===== src/common/uart_irq_consts.svh =====
// Purpose: offsets, field positions, reset values and codes of the UART
//          interrupt and baud control block
// Assumes: byte registers on a 32-bit peripheral bus, word aligned
// Notes:   macros only, no logic
`ifndef UART_IRQ_CONSTS_SVH
`define UART_IRQ_CONSTS_SVH

// ==========================================================
// register offsets
`define OFS_DIV_LOW 8'h00
`define OFS_MASK 8'h04
`define OFS_SRC_ID 8'h08

// ==========================================================
// reset values
`define MASK_RESET 5'h00
`define DIV_RESET 8'h00
`define PRDATA_RESET 32'h8181_8181

// ==========================================================
// mask register fields
`define BIT_RX_READY 0
`define BIT_TX_EMPTY 1
`define BIT_LINE 2
`define BIT_MODEM 3
`define BIT_HOLD_DIS 4
`define MASK_W 5

// ==========================================================
// source id nibble, bit 0 set means nothing pending
`define CODE_LINE 4'h6
`define CODE_RX_LEVEL 4'h4
`define CODE_RX_TIMEOUT 4'hC
`define CODE_TX_EMPTY 4'h2
`define CODE_MODEM 4'h0
`define CODE_NONE 4'h1

// ==========================================================
// baud generation: rate = clk / (OVERSAMPLE * (divisor + DIV_OFFSET))
`define OVERSAMPLE 16
`define DIV_OFFSET 2

`endif


===== src/common/uart_irq_pkg.sv =====
// Purpose: shared types of the UART interrupt and baud control block
// Assumes: nothing
// Notes:   order of the source enum follows falling priority
package uart_irq_pkg;

  typedef enum logic [2:0] {
    SRC_NONE, SRC_LINE, SRC_RX_LEVEL, SRC_RX_TIMEOUT, SRC_TX_EMPTY, SRC_MODEM
  } irq_src_t;

  typedef logic [7:0] reg_byte_t;

endpackage


===== src/common/uart_link_if.sv =====
// Purpose: carrier between the control top, baud divider and prioritiser
// Assumes: single clock
// Notes:   pend_en bits: 0 line, 1 rx level, 2 rx timeout, 3 tx empty, 4 modem
interface uart_link_if import uart_irq_pkg::*; #(parameter int DIV_W = 16);
  logic [DIV_W-1:0] divisor;
  logic tick16;
  logic baud_tick;
  logic [4:0] pend_en;
  irq_src_t src;
  logic [3:0] code;

  modport ctrl (output divisor, output pend_en, input tick16, input baud_tick,
                input src, input code);
  modport baud (input divisor, output tick16, output baud_tick);
  modport prio (input pend_en, output src, output code);
endinterface


===== src/hdl/baud_div.sv =====
// Purpose: divides the crystal clock into oversample and baud enables
// Assumes: clk is the crystal clock
// Notes:   a divisor change applies at once, to the prescale count already running
`include "uart_irq_consts.svh"
module baud_div import uart_irq_pkg::*; #(parameter int DIV_W = 16) (
  input wire logic clk,
  input wire logic sys_rst,
  uart_link_if.baud link
);
  logic [DIV_W:0] pre_reg, pre_next, limit;
  logic [3:0] os_reg, os_next;
  logic tick16_reg, tick16_next;
  logic baud_reg, baud_next;

  // ==========================================================
  // prescale: divisor + 2 cycles per oversample tick
  always_comb begin
    limit = (DIV_W+1)'(link.divisor) + (DIV_W+1)'(`DIV_OFFSET - 1);
    pre_next = pre_reg + (DIV_W+1)'(1);
    os_next = os_reg;
    tick16_next = 1'b0;
    baud_next = 1'b0;
    // >= rather than == so a smaller new divisor cannot strand the count
    if (pre_reg >= limit) begin
      pre_next = '0;
      tick16_next = 1'b1;
      os_next = os_reg + 4'h1;
      baud_next = (os_reg == 4'(`OVERSAMPLE - 1));
    end
  end

  always_ff @(posedge clk) begin
    if (sys_rst) begin
      pre_reg <= '0;
      os_reg <= 4'h0;
      tick16_reg <= 1'b0;
      baud_reg <= 1'b0;
    end else begin
      pre_reg <= pre_next;
      os_reg <= os_next;
      tick16_reg <= tick16_next;
      baud_reg <= baud_next;
    end
  end

  assign link.tick16 = tick16_reg;
  assign link.baud_tick = baud_reg;
endmodule


===== src/hdl/irq_prio.sv =====
// Purpose: picks the highest priority enabled source and its id nibble
// Assumes: pend_en already gated by the mask register
// Notes:   rx level wins over rx timeout, rx level second priority and rx timeout third
`include "uart_irq_consts.svh"
module irq_prio import uart_irq_pkg::*; (
  uart_link_if.prio link
);
  always_comb begin
    if (link.pend_en[0]) begin
      link.src = SRC_LINE;
    end else if (link.pend_en[1]) begin
      link.src = SRC_RX_LEVEL;
    end else if (link.pend_en[2]) begin
      link.src = SRC_RX_TIMEOUT;
    end else if (link.pend_en[3]) begin
      link.src = SRC_TX_EMPTY;
    end else if (link.pend_en[4]) begin
      link.src = SRC_MODEM;
    end else begin
      link.src = SRC_NONE;
    end
  end

  always_comb begin
    case (link.src)
      SRC_LINE: link.code = `CODE_LINE;
      SRC_RX_LEVEL: link.code = `CODE_RX_LEVEL;
      SRC_RX_TIMEOUT: link.code = `CODE_RX_TIMEOUT;
      SRC_TX_EMPTY: link.code = `CODE_TX_EMPTY;
      SRC_MODEM: link.code = `CODE_MODEM;
      default: link.code = `CODE_NONE;
    endcase
  end
endmodule


===== src/hdl/uart_irq_ctrl.sv =====
// Purpose: interrupt mask, source id and baud divisor registers of a UART
// Assumes: APB style slave, zero wait states, byte registers
// Notes:   reads are captured in the setup phase; every byte is copied
//          into all four lanes of prdata
`include "uart_irq_consts.svh"

// Function
// - debug acknowledge holds timeout clock unless disabled
// - disable bit set keeps timeout clock running
// - mask bit 3 gates modem status interrupt
// - mask bit 2 gates line status interrupt
// - mask bit 1 gates tx empty interrupt
// - mask bit 0 gates rx data and timeout
// - mask register resets to zero
// - offset 0x00 holds divisor low byte
// - divisor high byte register, reset zero
// - offset 0x04 selects high byte or mask
// - divisor is high byte over low byte
// - baud is clock over 16 times divisor+2
// - id bit 7 always reads one
// - id bits 6:5 echo rx threshold
// - id bit 4 always reads zero
// - id bits 3:1 name top source
// - id bit 0 set when nothing pending
// - codes 0110 line, 0100 data, 1100 timeout
// - codes 0010 tx empty, 0000 modem
// - byte replicated into four read lanes
module uart_irq_ctrl import uart_irq_pkg::*; #(parameter int DIV_W = 16) (
  input wire logic clk,
  input wire logic sys_rst,
  input wire logic psel,
  input wire logic penable,
  input wire logic pwrite,
  input wire logic [7:0] paddr,
  input wire logic [31:0] pwdata,
  output logic [31:0] prdata,
  output logic pready,
  output logic pslverr,
  input wire logic divisor_access_select,
  input wire logic [1:0] rx_threshold_setting,
  input wire logic line_error_irq,
  input wire logic rx_level_irq,
  input wire logic rx_timeout_irq,
  input wire logic tx_holding_empty_irq,
  input wire logic modem_change_irq,
  input wire logic debugger_acknowledge_in,
  output logic irq_out,
  output logic [DIV_W-1:0] baud_divisor,
  output logic baud16_tick,
  output logic baud_tick,
  output logic rx_timeout_tick,
  output logic tx_empty_ack
);

  // ==========================================================
  // sub blocks
  uart_link_if #(.DIV_W(DIV_W)) link ();

  baud_div #(.DIV_W(DIV_W)) u_baud (
    .clk(clk),
    .sys_rst(sys_rst),
    .link(link.baud)
  );

  irq_prio u_prio (
    .link(link.prio)
  );

  // ==========================================================
  // bus decode
  logic bad_addr;
  logic wr_acc;
  logic rd_setup;
  logic hit_low;
  logic hit_mid;
  logic hit_id;

  // misaligned or beyond the id register gets an error answer
  assign bad_addr = (paddr > `OFS_SRC_ID) || (paddr[1:0] != 2'b00);
  assign hit_low = (paddr == `OFS_DIV_LOW);
  assign hit_mid = (paddr == `OFS_MASK);
  assign hit_id = (paddr == `OFS_SRC_ID);
  assign wr_acc = psel && penable && pwrite && !bad_addr;
  assign rd_setup = psel && !penable && !pwrite;
  assign pready = 1'b1;
  assign pslverr = psel && penable && bad_addr;

  // ==========================================================
  // registers
  logic [`MASK_W-1:0] mask_reg, mask_next;
  reg_byte_t div_lo_reg, div_lo_next;
  reg_byte_t div_hi_reg, div_hi_next;
  logic [31:0] prdata_reg, prdata_next;
  logic irq_reg, irq_next;
  logic tout_reg, tout_next;
  logic ack_reg, ack_next;
  reg_byte_t id_byte;
  reg_byte_t rd_byte;
  logic hold_clk;

  always_comb begin
    mask_next = mask_reg;
    div_lo_next = div_lo_reg;
    div_hi_next = div_hi_reg;
    if (wr_acc && hit_low && divisor_access_select) begin
      div_lo_next = pwdata[7:0];
    end
    if (wr_acc && hit_mid) begin
      if (divisor_access_select) begin
        div_hi_next = pwdata[7:0];
      end else begin
        mask_next = pwdata[`MASK_W-1:0];
      end
    end
  end

  // id byte: fifo mode fixed on, no dma, threshold echoed
  always_comb begin
    id_byte = {1'b1, rx_threshold_setting, 1'b0, link.code};
  end

  always_comb begin
    rd_byte = 8'h00;
    if (hit_low) begin
      // receive data lives elsewhere; reads zero here without the select
      rd_byte = divisor_access_select ? div_lo_reg : 8'h00;
    end else if (hit_mid) begin
      rd_byte = divisor_access_select ? div_hi_reg : {3'b000, mask_reg};
    end else if (hit_id) begin
      rd_byte = id_byte;
    end
  end

  always_comb begin
    prdata_next = prdata_reg;
    ack_next = 1'b0;
    if (rd_setup) begin
      prdata_next = {4{rd_byte}};
      // reading the id while tx empty is named retires that source
      ack_next = hit_id && (link.src == SRC_TX_EMPTY);
    end
  end

  // ==========================================================
  // interrupt and timeout clock
  always_comb begin
    link.pend_en[0] = line_error_irq && mask_reg[`BIT_LINE];
    link.pend_en[1] = rx_level_irq && mask_reg[`BIT_RX_READY];
    link.pend_en[2] = rx_timeout_irq && mask_reg[`BIT_RX_READY];
    link.pend_en[3] = tx_holding_empty_irq && mask_reg[`BIT_TX_EMPTY];
    link.pend_en[4] = modem_change_irq && mask_reg[`BIT_MODEM];
  end

  always_comb begin
    irq_next = |link.pend_en;
    hold_clk = !mask_reg[`BIT_HOLD_DIS] && debugger_acknowledge_in;
    tout_next = link.baud_tick && !hold_clk;
  end

  always_ff @(posedge clk) begin
    if (sys_rst) begin
      mask_reg <= `MASK_RESET;
      div_lo_reg <= `DIV_RESET;
      div_hi_reg <= `DIV_RESET;
      prdata_reg <= `PRDATA_RESET;
      irq_reg <= 1'b0;
      tout_reg <= 1'b0;
      ack_reg <= 1'b0;
    end else begin
      mask_reg <= mask_next;
      div_lo_reg <= div_lo_next;
      div_hi_reg <= div_hi_next;
      prdata_reg <= prdata_next;
      irq_reg <= irq_next;
      tout_reg <= tout_next;
      ack_reg <= ack_next;
    end
  end

  // ==========================================================
  // outputs
  assign link.divisor = {div_hi_reg, div_lo_reg};
  assign baud_divisor = {div_hi_reg, div_lo_reg};
  assign prdata = prdata_reg;
  assign irq_out = irq_reg;
  assign rx_timeout_tick = tout_reg;
  assign tx_empty_ack = ack_reg;
  assign baud16_tick = link.tick16;
  assign baud_tick = link.baud_tick;

  // baud spacing helper: cycles since the last baud tick
  logic [20:0] gap_reg;
  logic seen_reg;
  logic [DIV_W-1:0] div_seen_reg;
  always_ff @(posedge clk) begin
    if (sys_rst) begin
      gap_reg <= 21'h000001;
      seen_reg <= 1'b0;
      div_seen_reg <= '0;
    end else begin
      div_seen_reg <= baud_divisor;
      if (baud_divisor != div_seen_reg) begin
        seen_reg <= 1'b0;
      end else if (link.baud_tick) begin
        seen_reg <= 1'b1;
      end
      gap_reg <= link.baud_tick ? 21'h000001 : gap_reg + 21'h000001;
    end
  end
endmodule


===== config.mk =====
export PLATFORM = sky130hd
export DESIGN_NAME = uart_irq_ctrl
export DESIGN_NICKNAME = d
export VERILOG_FILES = /design/src/common/uart_irq_pkg.sv /design/src/common/uart_link_if.sv /design/src/hdl/baud_div.sv /design/src/hdl/irq_prio.sv /design/src/hdl/uart_irq_ctrl.sv
export VERILOG_INCLUDE_DIRS = /design/src /design/src/common
export SDC_FILE = /design/constraint.sdc
export NUM_CORES = 1
export LEC_CHECK = 0
export ABC_CLOCK_PERIOD_IN_PS = 3300
export BUFFER_PORTS_ARGS = -buffer_cell sky130_fd_sc_hd__buf_4
export CORE_ASPECT_RATIO = 0.8
export CORE_UTILIZATION = 41
export CTS_CLUSTER_SIZE = 10
export DETAILED_ROUTE_END_ITERATION = 16
export GPL_ROUTABILITY_DRIVEN = 1
export PLACE_DENSITY_LB_ADDON = 0.2
export SYNTH_ARGS = -nofsm -noshare
export SYNTH_HDL_FRONTEND = slang
export SYNTH_SLANG_ARGS = --single-unit
export TNS_END_PERCENT = 1

===== constraint.sdc =====
create_clock -name clk -period 3.3 [get_ports clk]
set_input_delay 0 -clock clk [delete_from_list [all_inputs] [get_ports clk]]
set_output_delay 0 -clock clk [all_outputs]
set_load 0.02 [all_outputs]

Word-level counts from Yosys, hierarchy flattened
Index checks and enable logic that the tools add are counted.

cells by class
  $add $sub $neg = 3
  shift operators = 0
  equality and inequality tests = 8
  reductions and logical operators = 31
  mux-type cells = 12
  order comparisons = 2
  multiply operators = 0
  divide/modulo/power cells = 0
  bitwise logic cells = 3

operators with widths
  kind                     count
  $mux W8                  5
  $pmux W4 S5              1
  $add A16 B1 Y17 const B  1
  $add A17 B1 Y17 const B  1
  $ge A17 B17 Y1           1
  $logic_and A1 B1 Y1      17
  $mux W3                  5
  $eq A8 B3 Y1 const B     1
  $eq A8 B4 Y1 const B     1
  $gt A8 B4 Y1 const B     1
  $logic_not A8 Y1         1
  $eq A3 B2 Y1 const B     2
  $eq A3 B3 Y1 const B     2
  $reduce_or A2 Y1         3
  $logic_not A1 Y1         5
  $reduce_or A5 Y1         1
  $add A4 B1 Y4 const B    1
  $eq A4 B4 Y1 const B     1
  $reduce_and A2 Y1        2
  $eq A3 B1 Y1 const B     1
  $not A1 Y1               3
  $reduce_bool A2 Y1       1
  $logic_or A1 B1 Y1       1
  $mux W1                  1

word-level totals
  word-level logic and storage cells = 70
  flip-flop bits (word level) = 79
  RAM bits = 0
  memories kept = 0
  latch bits = 0
  input port bits = 54
  bits in read-only memories = 0

Depth between registers and ports, before layout
  depth in word-level cells = 11
  mapped depth = 16

Modules after synthesis
Synthesis repeated with hierarchy kept, for this count alone.

second synthesis, totals
  cell total of the unflattened synthesis = 403
  area total of the unflattened synthesis = 3,399.5 sq um

modules (own cells, without submodules)
  module         seq. area each (sq um)  cells an instance  area an instance (sq um)  instances
  uart_irq_ctrl  640.6                   198                1,716.6                   1
  baud_div       460.4                   194                1,611.5                   1
  irq_prio       0.0                     11                 71.3                      1

Worst setup path before layout
Ideal clock, no wire load.

  path type = register -> register
  start point = register div_lo_reg[6]
  end point = register u_baud.pre_reg[10]
  period minus slack after synthesis = 3.291 ns
  setup slack = 0.009 ns
  data required time = 3.236 ns
  cell stages (with the launch flop) = 17
  setup time = 0.064 ns
  buffers on the path = 3
  arrival time = 3.227 ns
  cells stage by stage = dfxtp_1 -> clkbuf_1 -> nand4_1 -> nor2_1 -> nand2_1 -> nor2_1 -> nand3_1 -> xor2_1 -> ha_1 -> a21o_1 -> a21o_1 -> a2111oi_4 -> nand3_2 -> or2_1 -> buf_6 -> buf_8 -> nor2_1

between the ends
  cells in the longest elaborated chain, start to end = 3

RTL lines
  item                        line                  text
  start: declaration          uart_irq_ctrl.sv:91   reg_byte_t div_lo_reg, div_lo_next;
  start signal: assignment    uart_irq_ctrl.sv:163  div_lo_reg <= `DIV_RESET;
  start signal: assignment    uart_irq_ctrl.sv:171  div_lo_reg <= div_lo_next;
  $add A16 B1 Y17             baud_div.sv:18        limit = (DIV_W+1)'(link.divisor) + (DIV_W+1)'(`DIV_OFFSET - 1);
  $ge A17 B17 Y1              baud_div.sv:24        if (pre_reg >= limit) begin
  $reduce_or A2 Y1 (no line)  n/a
  end signal: assignment      baud_div.sv:39        pre_reg <= pre_next;
  end: declaration            baud_div.sv:10        logic [DIV_W:0] pre_reg, pre_next, limit;

Every way passes these cells.
A chain may end at the register's enable or synchronous reset.

Worst setup path after layout
  start point = register div_lo_reg[0]
  end point = register u_baud.pre_reg[9]

The elaborated chain is that of the path after synthesis.

==> key figures <==
Outcome
  – Status: complete, no violations

Timing
  – Final min period: ~3 ns
  – Slew headroom: 0.577
  – Final Setup Violations: 0
  – RSZ-0062 raised after global routing: false
  – Final Skew: 0.00493 ns
  – Final hold violation count: 0
  – Worst hold slack: between 0.06 and 0.07 ns
  – Final Slew Violations: 0
  – Total negative setup slack: 0 ns
  – Max Fclk: 329 MHz
  – Worst Max-Slew Pin Slew: approximately 0.63 ns
  – Final period util: 0.920

Die
  – Chip Width: around 100 um
  – Starting Density: 0.424
  – Top-level port count: about 110
  – Die height: between 80 and 90 um
  – Row cnt: 28
  – CORE AREA: ~7400 sq um
  – Die area: around 8000 sq um

Placed design
  – DP HPWL: around 5800 um
  – Dpl cell area: between 3000 and 4000 sq um
  – Final RePlAce weighted congestion: between 0.9 and 1
  – Port bufs: 83

Drt
  – DRC viols: 0
  – Routed len/inst: approximately 14 um
  – Vias per cell: 4.92
  – Initial DRT Pass Iterations: 4
  – Final wirelength: ~7500 um
  – Post-DRT Antenna Nets: 0
  – 1st-iter DRT viols: ~130
  – Via Count: between 2,000 and 3,000

Cells and area
  – Max reg flops: 17
  – Antenna cells: 0
  – Final core utilization: 0.539
  – Synthesis-to-finish area growth: 27.2%
  – Most frequent cells in the layout: buf_4 (96), nor2_1 (67), dfxtp_1 (54), nand2_1 (28), mux2i_1 (24)
  – Post-layout nets: about 520
  – Share of layout cells above drive strength 1: 0.247
  – Final instance area: 4000 sq um
  – Most common cell after layout, fill and taps aside: buf_4

Global route
  – Vias in the first global route: between 2,000 and 2,500
  – Met2 Use GR: 0.274
  – Global-route wire length before repair: about 12,000 um
  – GRT Overall Usage: 0.193
  – GRT overflow: 0
  – Layer with the highest usage: met1
  – Pin count of the biggest net entering global routing: 39
  – Routing usage on met1: 0.300
  – Initial antenna violation count: 0
  – Met3 usage: 0.0322

Critical path
  – CP Capture Type: register
  – Arrival time worst endpoint: approximately 3.3 ns
  – Startpoint types: register
  – CP Launch Point: div_lo_reg[0]
  – Worst reg2reg startpoint: div_lo_reg[0]
  – CP max FO: 17
  – CP required: 3.55 ns
  – CP Class: register to register

Logic synthesis
  – Dominant synthesized flop cell: dfxtp_1
  – Mean Syn Cell Area: about 8.5 sq um
  – Synth Warn #: 0
  – Post-synth cell types: 39
  – Synth Cell Area: between 3000 and 4000 sq um
  – Mapped Cells: between 300 and 400
  – Post-synthesis sequential area ratio: 0.350
  – Syn nets: 445
  – Post-synth ARST share: 0
  – #FFs+latches synth: 55
  – Count of flip-flops with a built-in enable after synthesis: 0

Clock network
  – TritonCTS Buffers: 5
  – Clock Sinks: between 50 and 60
  – CTS Root Cell: clkbuf_8
  – Clock Latency Late Sink: just over 0.3 ns
  – CTS H-tree depth: 2
  – Clk slew on worst S/H paths: ~0.10 ns
  – Clock Tree Buf Depth: 2
  – Postcts setup bufs: 0
  – CTS tree: done

Run
  – Max-cap violation count: 0

Min path
  – Worst hold path type: primary input to register
  – Hold Startpoint: modem_change_irq

Pwr
  – Total Power: ~1.6 mW
  – Power per cell area: approximately 390 nW/um^2
  – Leakage power: about 1.8 nW
  – VDD IR max: around 0.20 mV
## where the power goes
part	internal [mW]	switching (mW)	total [mW]
Sequential	0.692	0.0217	0.714
Combinational	0.145	0.162	0.308
Clock	0.303	0.229	0.532
## cell usage after synthesis, drive strengths merged (2+ instances only)
cell	n	share of area
o22ai	6	0.012
nor2b	5	0.0099
inv	13	0.016
and3	5	0.0099
a221o	2	0.0064
a21o	3	0.0072
nand3	14	0.024
dfxtp	55	0.35
nand2	28	0.033
mux2	2	0.0072
o21ai	7	0.011
ha	20	0.080
nand2b	3	0.0060
nor2	67	0.080
clkbuf	8	0.0095
buf	28	0.070
xor2	16	0.045
xnor2	15	0.042
nor3b	2	0.0048
and2	2	0.0040
nor3	6	0.0095
a2111oi	2	0.012
mux2i	24	0.076
a31oi	3	0.0060
nand4	9	0.018
a22oi	7	0.017
a21oi	10	0.016
nor4	3	0.0060
## kinds of logic (layout without fill, tap and decap cells)
group / after synthesis / in the layout / synth area share
flip-flops: 55 / 55 / 0.350
AO/OA/AOI/OAI: 42 / 42 / 0.0923
buffers and inverters: 49 / 127 / 0.0947
multiplexers: 26 / 26 / 0.0835
other: 1 / 1 / 0.00119
AND/OR/NAND/NOR: 147 / 147 / 0.212
adder cells (fa/ha/maj): 20 / 20 / 0.0796
XOR/XNOR: 31 / 31 / 0.0863
## stage by stage
stage / std cells / setup WS [ns]
finish: 554 / 0.265
CTS: 554 / 0.155
global placement: 537 / 0.254
floorplan: 371 / 0.00925
detailed placement: 537 / 0.185
global route: 554 / 0.0206
## area by class of cell
| class | instances | area, sq um |
|---|---|---|
| fillers | 710 | 3420 |
| multi-input cells | 267 | 1750 |
| flip-flops and latches | 55 | 1100 |
| repair buffers | 106 | 831 |
| well taps | 105 | 131 |
| clock buffers | 5 | 68.8 |
| clock inverters | 3 | 67.6 |
| inverters | 13 | 48.8 |
## worst max-delay path, stage by stage (launching register included)
cell and delay [ns]:
dfxtp_1 0.40, ha_1 0.23, nand3_1 0.14, nor2_1 0.21
nand3_1 0.12, xor2_1 0.17, ha_1 0.30, a21o_1 0.16
a21o_1 0.19, a2111oi_4 0.42, nand3_2 0.11, or2_1 0.26
buf_12 0.16, nor2_1 0.10
## repair_timing
action,CTS,global route
resized for setup,0,1
hold buffers,9,0
endpoints found under the hold margin,22,0
setup endpoints to repair,0,17
## routing by layer
| metal | vias up | wire [um] |
|---|---|---|
| met4 | 0 | 38 |
| met5 | - | 0 |
| li1 | 1399 | - |
| met1 | 1254 | 4030 |
| met2 | 68 | 3100 |
| met3 | 5 | 362 |
## path summary, 6_finish.rpt
| check | cells past startpoint | slack, ns | end |
|---|---|---|---|
| worst max-delay path | 13 | 0.26 | u_baud.pre_reg[9] |
| worst min-delay path | 4 | 0.07 | irq_out |
| worst max register to register | 13 | 0.26 | u_baud.pre_reg[9] |
| worst min register to register | 1 | 0.49 | rx_timeout_tick |
No activity file was read; power rests on OpenSTA's default activity.
